**src/common/fbp_map.svh**
```systemverilog
// register offsets, field positions, reset values and sizes of the protect decode
// assumes a 32-bit word-aligned register window
`ifndef FBP_MAP_SVH
`define FBP_MAP_SVH

`define FBP_ADDR_W        8
`define FBP_SEC_W         9
`define FBP_CNT_W         16

`define FBP_OFF_CTRL      8'h00
`define FBP_OFF_RANGE     8'h04
`define FBP_OFF_CMD       8'h08
`define FBP_OFF_RESULT    8'h0c

`define FBP_HSIZE_WORD    3'h2
`define FBP_HRESP_OKAY    1'b0

`define FBP_CTRL_TBS      0
`define FBP_CTRL_LVL_LO   1
`define FBP_CTRL_LVL_HI   4
`define FBP_CTRL_VAR_LO   8
`define FBP_CTRL_VAR_HI   9

`define FBP_RNG_FIRST_LO  0
`define FBP_RNG_FIRST_HI  8
`define FBP_RNG_LAST_LO   16
`define FBP_RNG_LAST_HI   24
`define FBP_RNG_NONE      28
`define FBP_RNG_ALL       29

`define FBP_CMD_SEC_LO    0
`define FBP_CMD_SEC_HI    8
`define FBP_CMD_ERASE     16

`define FBP_RES_REJ       0
`define FBP_RES_ACC       1
`define FBP_RES_BUSY      2
`define FBP_RES_CNT_LO    16
`define FBP_RES_CNT_HI    31

`define FBP_VAR_128       2'h0
`define FBP_VAR_256       2'h1
`define FBP_VAR_512       2'h2
`define FBP_LVL_BASE      4'h7
`define FBP_RST_VAR       2'h0
`define FBP_RST_LVL       4'h0
`define FBP_RST_TBS       1'b0

`endif

```
**src/common/fbp_pkg.sv**
```systemverilog
// types shared by the protect decode, its bus slave and its top
// assumes fbp_map.svh for the sector and address widths
`include "fbp_map.svh"

package fbp_pkg;

  typedef struct packed {
    logic [1:0] variant;
    logic [3:0] level;
    logic       tbs;
  } fbp_ctrl_t;

  typedef struct packed {
    logic                  none;
    logic                  all;
    logic [`FBP_SEC_W-1:0] first;
    logic [`FBP_SEC_W-1:0] last;
  } fbp_range_t;

  typedef struct packed {
    logic                   wr;
    logic [`FBP_ADDR_W-1:0] addr;
    logic [31:0]            data;
  } fbp_wreq_t;

  typedef enum logic [1:0] {
    FBP_IDLE  = 2'h0,
    FBP_ISSUE = 2'h1
  } fbp_state_t;

endpackage : fbp_pkg

```
**src/rtl/fbp_ahb_slave.sv**
```systemverilog
// AHB-Lite slave front end: zero wait states, OKAY only, whole-word transfers
// assumes a single master; reads sample register contents in the address phase
`timescale 1ns/1ps
`default_nettype none
`include "fbp_map.svh"

module fbp_ahb_slave (
  input  wire logic                   clk_sys,
  input  wire logic                   rst_n,
  input  wire logic                   hsel,
  input  wire logic [31:0]            haddr,
  input  wire logic [1:0]             htrans,
  input  wire logic                   hwrite,
  input  wire logic [2:0]             hsize,
  input  wire logic [31:0]            hwdata,
  input  wire logic                   hready,
  output logic                        hreadyout,
  output logic                        hresp,
  output logic [31:0]                 hrdata,
  output fbp_pkg::fbp_wreq_t          wreq,
  output logic [`FBP_ADDR_W-1:0]      rd_addr,
  input  wire logic [31:0]            rd_data
);

  typedef struct packed {
    logic                   wr_pend;
    logic [`FBP_ADDR_W-1:0] wr_addr;
    logic [31:0]            rdata;
  } fbp_ahb_st_t;

  fbp_ahb_st_t st_r;
  fbp_ahb_st_t st_nxt;
  logic        take;

  assign take      = hsel && htrans[1] && hready && (hsize == `FBP_HSIZE_WORD);
  assign rd_addr   = haddr[`FBP_ADDR_W-1:0];
  assign hreadyout = 1'b1;
  assign hresp     = `FBP_HRESP_OKAY;
  assign hrdata    = st_r.rdata;
  assign wreq.wr   = st_r.wr_pend;
  assign wreq.addr = st_r.wr_addr;
  assign wreq.data = hwdata;

  always_comb begin
    st_nxt = st_r;
    if (hready) begin
      st_nxt.wr_pend = take && hwrite;
      st_nxt.wr_addr = haddr[`FBP_ADDR_W-1:0];
      if (take && !hwrite) begin
        st_nxt.rdata = rd_data;
      end
    end
  end

  always_ff @(posedge clk_sys or negedge rst_n) begin
    if (!rst_n) begin
      st_r <= '0;
    end else begin
      st_r <= st_nxt;
    end
  end

endmodule : fbp_ahb_slave
`default_nettype wire

```
**src/rtl/fbp_prot_decode.sv**
```systemverilog
// maps variant, top/bottom select and protect level onto a protected sector range
// assumes inputs settled from registers; purely combinational
`timescale 1ns/1ps
`default_nettype none
`include "fbp_map.svh"

module fbp_prot_decode (
  input  wire logic [1:0]       variant,
  input  wire logic             top_bottom_select,
  input  wire logic [3:0]       protect_level,
  output fbp_pkg::fbp_range_t   range
);

  logic [3:0]            max_lvl;
  logic [`FBP_SEC_W:0]   nsec;
  logic [`FBP_SEC_W:0]   cnt;

  always_comb begin
    // 128, 256, 512 sectors have 7, 8, 9 growing levels; code 3 acts as 512
    max_lvl = (variant == 2'h3) ? `FBP_LVL_BASE + 4'h2 : `FBP_LVL_BASE + {2'h0, variant};
    nsec    = (`FBP_SEC_W+1)'(1) << max_lvl;
    cnt     = '0;
    range   = '0;
    if (protect_level == 4'h0) begin
      range.none = 1'b1;
    end else if (protect_level > max_lvl) begin
      range.all   = 1'b1;
      range.first = '0;
      range.last  = `FBP_SEC_W'(nsec - 1'b1);
    end else begin
      cnt = (`FBP_SEC_W+1)'(1) << (protect_level - 4'h1);
      if (top_bottom_select) begin
        range.first = '0;
        range.last  = `FBP_SEC_W'(cnt - 1'b1);
      end else begin
        range.first = `FBP_SEC_W'(nsec - cnt);
        range.last  = `FBP_SEC_W'(nsec - 1'b1);
      end
    end
  end

endmodule : fbp_prot_decode
`default_nettype wire

```
**src/rtl/fbp_protect_top.sv**
```systemverilog
// block protection decode and program/erase gate for a serial flash array
// assumes an AHB-Lite master for the registers and an array engine with req/ack
//
// How it works
// - 128 bottom: level n protects 0..2^(n-1)-1
// - 128 bottom: levels 8-15 protect everything
// - 256 top: level n protects top 2^(n-1)
// - 256 top: levels 9-15 protect everything
// - 256 bottom: level n protects 0..2^(n-1)-1
// - 256 bottom: levels 9-15 protect everything
// - 512 top: level n protects top 2^(n-1)
// - 512 top: levels 10-15 protect everything
// - 128 top: top 2^(n-1), levels 8-15 all
//
// Chosen here: the AHB-Lite slave port and the register offsets.
`timescale 1ns/1ps
`default_nettype none
`include "fbp_map.svh"

module fbp_protect_top (
  input  wire logic                  clk_sys,
  input  wire logic                  nrst,
  input  wire logic                  hsel,
  input  wire logic [31:0]           haddr,
  input  wire logic [1:0]            htrans,
  input  wire logic                  hwrite,
  input  wire logic [2:0]            hsize,
  input  wire logic [31:0]           hwdata,
  input  wire logic                  hready,
  output logic                       hreadyout,
  output logic                       hresp,
  output logic [31:0]                hrdata,
  output logic                       arr_req,
  output logic [`FBP_SEC_W-1:0]      arr_sector,
  output logic                       arr_erase,
  input  wire logic                  arr_ack
);

  typedef struct packed {
    fbp_pkg::fbp_ctrl_t    ctrl;
    fbp_pkg::fbp_range_t   range;
    logic [`FBP_SEC_W-1:0] sector;
    logic                  erase;
    fbp_pkg::fbp_state_t   fsm;
    logic                  last_rej;
    logic                  last_acc;
    logic [`FBP_CNT_W-1:0] rej_cnt;
  } fbp_top_st_t;

  logic                   rst_meta_r;
  logic                   rst_n;
  fbp_top_st_t            st_r;
  fbp_top_st_t            st_nxt;
  fbp_pkg::fbp_wreq_t     wreq;
  fbp_pkg::fbp_range_t    dec_range;
  logic [`FBP_ADDR_W-1:0] rd_addr;
  logic [31:0]            rd_data;
  logic [`FBP_SEC_W-1:0]  wr_sec;
  logic                   wr_hit;

  //////////////////////////////////////////////////////////////////////////////
  // reset release

  always_ff @(posedge clk_sys or negedge nrst) begin
    if (!nrst) begin
      rst_meta_r <= 1'b0;
      rst_n      <= 1'b0;
    end else begin
      rst_meta_r <= 1'b1;
      rst_n      <= rst_meta_r;
    end
  end

  //////////////////////////////////////////////////////////////////////////////
  // bus and decode

  fbp_ahb_slave u_bus (
    .clk_sys   (clk_sys),
    .rst_n     (rst_n),
    .hsel      (hsel),
    .haddr     (haddr),
    .htrans    (htrans),
    .hwrite    (hwrite),
    .hsize     (hsize),
    .hwdata    (hwdata),
    .hready    (hready),
    .hreadyout (hreadyout),
    .hresp     (hresp),
    .hrdata    (hrdata),
    .wreq      (wreq),
    .rd_addr   (rd_addr),
    .rd_data   (rd_data)
  );

  fbp_prot_decode u_dec (
    .variant           (st_r.ctrl.variant),
    .top_bottom_select (st_r.ctrl.tbs),
    .protect_level     (st_r.ctrl.level),
    .range             (dec_range)
  );

  //////////////////////////////////////////////////////////////////////////////
  // register reads

  always_comb begin
    rd_data = '0;
    unique case (rd_addr)
      `FBP_OFF_CTRL: begin
        rd_data[`FBP_CTRL_TBS]                     = st_r.ctrl.tbs;
        rd_data[`FBP_CTRL_LVL_HI:`FBP_CTRL_LVL_LO] = st_r.ctrl.level;
        rd_data[`FBP_CTRL_VAR_HI:`FBP_CTRL_VAR_LO] = st_r.ctrl.variant;
      end
      `FBP_OFF_RANGE: begin
        rd_data[`FBP_RNG_FIRST_HI:`FBP_RNG_FIRST_LO] = st_r.range.first;
        rd_data[`FBP_RNG_LAST_HI:`FBP_RNG_LAST_LO]   = st_r.range.last;
        rd_data[`FBP_RNG_NONE]                       = st_r.range.none;
        rd_data[`FBP_RNG_ALL]                        = st_r.range.all;
      end
      `FBP_OFF_CMD: begin
        rd_data[`FBP_CMD_SEC_HI:`FBP_CMD_SEC_LO] = st_r.sector;
        rd_data[`FBP_CMD_ERASE]                  = st_r.erase;
      end
      `FBP_OFF_RESULT: begin
        rd_data[`FBP_RES_REJ]                    = st_r.last_rej;
        rd_data[`FBP_RES_ACC]                    = st_r.last_acc;
        rd_data[`FBP_RES_BUSY]                   = (st_r.fsm == fbp_pkg::FBP_ISSUE);
        rd_data[`FBP_RES_CNT_HI:`FBP_RES_CNT_LO] = st_r.rej_cnt;
      end
      default: rd_data = '0;
    endcase
  end

  //////////////////////////////////////////////////////////////////////////////
  // protection check and command gate

  assign wr_sec = wreq.data[`FBP_CMD_SEC_HI:`FBP_CMD_SEC_LO];
  // the decoded range is refused, or every sector when all is set; otherwise sectors past the array end go to the engine
  assign wr_hit = st_r.range.all
                  || (!st_r.range.none && wr_sec >= st_r.range.first && wr_sec <= st_r.range.last);

  always_comb begin
    st_nxt       = st_r;
    st_nxt.range = dec_range;
    if (wreq.wr && wreq.addr == `FBP_OFF_CTRL) begin
      st_nxt.ctrl.tbs     = wreq.data[`FBP_CTRL_TBS];
      st_nxt.ctrl.level   = wreq.data[`FBP_CTRL_LVL_HI:`FBP_CTRL_LVL_LO];
      st_nxt.ctrl.variant = wreq.data[`FBP_CTRL_VAR_HI:`FBP_CTRL_VAR_LO];
    end
    unique case (st_r.fsm)
      fbp_pkg::FBP_IDLE: begin
        if (wreq.wr && wreq.addr == `FBP_OFF_CMD) begin
          st_nxt.sector = wr_sec;
          st_nxt.erase  = wreq.data[`FBP_CMD_ERASE];
          if (wr_hit) begin
            st_nxt.last_rej = 1'b1;
            st_nxt.last_acc = 1'b0;
            if (st_r.rej_cnt != '1) begin
              st_nxt.rej_cnt = st_r.rej_cnt + 1'b1;
            end
          end else begin
            st_nxt.last_rej = 1'b0;
            st_nxt.last_acc = 1'b1;
            st_nxt.fsm      = fbp_pkg::FBP_ISSUE;
          end
        end
      end
      fbp_pkg::FBP_ISSUE: begin
        if (arr_ack) begin
          st_nxt.fsm = fbp_pkg::FBP_IDLE;
        end
      end
    endcase
  end

  always_ff @(posedge clk_sys or negedge rst_n) begin
    if (!rst_n) begin
      st_r              <= '0;
      st_r.ctrl.tbs     <= `FBP_RST_TBS;
      st_r.ctrl.level   <= `FBP_RST_LVL;
      st_r.ctrl.variant <= `FBP_RST_VAR;
      st_r.range.none   <= 1'b1;
      st_r.fsm          <= fbp_pkg::FBP_IDLE;
    end else begin
      st_r <= st_nxt;
    end
  end

  assign arr_req    = (st_r.fsm == fbp_pkg::FBP_ISSUE);
  assign arr_sector = st_r.sector;
  assign arr_erase  = st_r.erase;

endmodule : fbp_protect_top
`default_nettype wire

```
**config.mk**
```make
export PLATFORM = sky130hd
export DESIGN_NAME = fbp_protect_top
export DESIGN_NICKNAME = d
export VERILOG_FILES = /design/src/common/fbp_pkg.sv /design/src/rtl/fbp_ahb_slave.sv /design/src/rtl/fbp_prot_decode.sv /design/src/rtl/fbp_protect_top.sv
export VERILOG_INCLUDE_DIRS = /design/src /design/src/common
export SDC_FILE = /design/constraint.sdc
export NUM_CORES = 1
export LEC_CHECK = 0
export ABC_AREA = 1
export ABC_CLOCK_PERIOD_IN_PS = 8400
export BUFFER_PORTS_ARGS = -buffer_cell sky130_fd_sc_hd__buf_2
export CORE_ASPECT_RATIO = 0.7
export CORE_UTILIZATION = 55
export DETAILED_ROUTE_END_ITERATION = 8
export PLACE_DENSITY_LB_ADDON = 0.1
export SKIP_LAST_GASP = 1
export SLEW_MARGIN = 20
export SYNTH_ARGS = -nofsm -noshare
export SYNTH_HDL_FRONTEND = slang
export SYNTH_HIERARCHICAL = 1
export SYNTH_SLANG_ARGS = --single-unit
```
**constraint.sdc**
```tcl
create_clock -name clk_sys -period 8.4 [get_ports clk_sys]
set_input_delay 1.26 -clock clk_sys [delete_from_list [all_inputs] [get_ports clk_sys]]
set_output_delay 1.26 -clock clk_sys [all_outputs]
set_load 0.05 [all_outputs]
```
==> metrics.csv <==
metric,value,unit
status,"complete, no violations",
"slowest stage delay, CP",0.52,ns
internal power,0.7455,mW
DRT Wirelength,15.65,mm
TNS Setup,0,ns
CP max-delay cell,nand2_1,
DR pass1 iterations,6,
CORE AREA,10590,µm²
Clk pwr share,0.388,
Mapped Avg Cell Area,7.948,µm²
Util after Layout,0.6304,
final hold vios,0,
fin area,6675,µm²
Required @ worst endpoint,8.63,ns
clock sink count,99,
"Setup Fix Bufs, Post-CTS",0,
I/O pin total,120,
Final period util,0.3903,
CP Launch Type,input port,
layout cells sized above 1,0.1707,
Max Slew Vio Count,0,
"worst slack, placed",4.805,ns
Post-CTS Resized,0,
Max-Cap Viols,0,
Die Width,128.2,µm
largest net degree at the start of global routing,81,
placed wire-length estimate,11.58,mm
switching power total,0.3136,mW
remaining global-route overflow,0,
Min Hold Slack,0.1898,ns
Area Growth Syn to Fin,8.789,%
via/cell ratio,5.499,
Routed Antenna Nets,0,
Crit Path Max Fanout,20,
CP Buf/Inv Count,2,
TritonCTS Buffers,9,
layout filler cell count,910,
HP Class,register to async pin,
final setup violation count,0,
setup ws final,5.122,ns
Post-Layout Cell Count,968,
Tot GR Track Use,0.2832,
Port Buf Inserts,71,
CTS tree,done,
Tmin final,3.278,ns
nets@finish,926,
unrepaired setup endpoints after global routing,no,
Crit. End Element,register,
worst path cell trace,"buf_2, ha_1, nand2_1, inv_2, o211ai_1, nand2_1, nand2_1, nand2_1, nand3_1, nand2_1, nand3_2, nand2_1, nand2_1",
Core Rows,31,
crit path DAT,3.51,ns
antenna cell count,0,
sw frac,0.2961,
kind of cell adding the most delay to the critical path,simple AND/OR/NAND/NOR gates,
Synth Instances,772,
hold buffers post-CTS,0,
initial antenna violation count,0,
mapped cell area,6136,µm²
CTS root buffer,clkbuf_16,
via count,5323,
Clock Latency Late Sink,0.35,ns
Initial Utilization,0.5795,
fmax,305.0,MHz
Area after DPL,6375,µm²
Power Dens Cells,158.7,nW/µm²
"CTS clk-pin slew, worst paths",0.08,ns
WL per Instance,16.16,µm
first-pass GRT wire length,25.13,mm
part of the power in registers,0.478,
Logic pwr share,0.134,
die height,90.37,µm
Routability Congestion,0.9236,
DIE AREA,11590,µm²
Synth Warn #,6,
clk_skew,0.009144,ns
peak supply drop,0.0001107,V
Least-Margin Pin Slew,1.120,ns
Setup CP Type,input port to register,
CTS HTree Levels,3,
CP most frequent cell,nand2_1,
Max Buffers Root-to-Sink,2,
Design Power,1.059,mW
number of DRC markers in iteration 0,538,
DR DRC count,0,
cell leakage power,3.508,nW
placed cell count,952,
Rel. slew slack,0.2523,
vias in the first global route,4889,
final timing paths:
path / start / endpoint / slack (ns) / cells past startpoint
setup / recovery: hwdata[4] / st_r[8] / 5.12 / 13
hold / removal: rst_n / u_bus/hrdata[14] / 0.19 / 0
setup reg to reg: st_r[43] / st_r[8] / 5.74 / 13
hold reg to reg: rst_n / u_bus/hrdata[14] / 0.19 / 0
max in group asynchronous: rst_n / st_r[15] / 7.21 / 1
min in group clk_sys: rst_meta_r / rst_n / 0.35 / 0
layer usage:
| metal | vias to the layer above | track usage | part of all wire |
|---|---|---|---|
| li1 | 2545 | - | - |
| met1 | 2502 | 0.4363 | 0.47 |
| met2 | 255 | 0.3928 | 0.41 |
| met3 | 21 | 0.06280 | 0.10 |
| met4 | 0 | 0.07941 | 0.014 |
| met5 | - | 0 | 0 |
layout make-up:
class,instances,area (µm²),area share
Sequential cell,99,2482,0.3719
Clock buffer,9,225.2,0.03374
Multi-Input combinational cell,539,2988,0.4476
Tap cell,148,185.2,0.02774
Timing Repair Buffer,73,374.1,0.05605
Clock inverter,7,71.32,0.01068
Inverter,93,349.1,0.05230
power groups by stage:
stage	Combinational [mW]	Clock, mW	Sequential, mW
final	0.142	0.411	0.506
after global routing	0.158	0.437	0.509
after CTS	0.140	0.420	0.506
after detailed placement	0.139	0	0.515
after global placement	0.133	0	0.515
after floorplan	0.0919	0	0.532
flip-flops by register name, summed over array words and instances, names as in the netlist:
signal / cells
rst_n: 1
st_r: 46
rst_meta_r: 1
arr_sector: 9
arr_erase: 1
u_bus/hrdata: 32
u_bus/wreq: 9
placed cells by master, fill, tap and decap left out, drive strengths merged, types with 15 or more instances in the layout:
cell / count
a21oi: 15
nand3: 28
ha: 35
nand4: 58
buf: 73
xor2: 16
dfrtp: 98
o21ai: 23
inv: 93
conb: 18
nor2: 58
nand2: 235
worst register-to-register path, stage by stage (launching register included):
cell and delay (ns):
dfrtp_1 0.36, inv_1 0.06, ha_1 0.30, nand2_1 0.07, inv_2 0.06, o211ai_1 0.09
nand2_1 0.15, nand2_1 0.07, nand2_1 0.08, nand3_1 0.08, nand2_1 0.52, nand3_2 0.47
nand2_1 0.18, nand2_1 0.07
(Power assumes the default switching activity.)
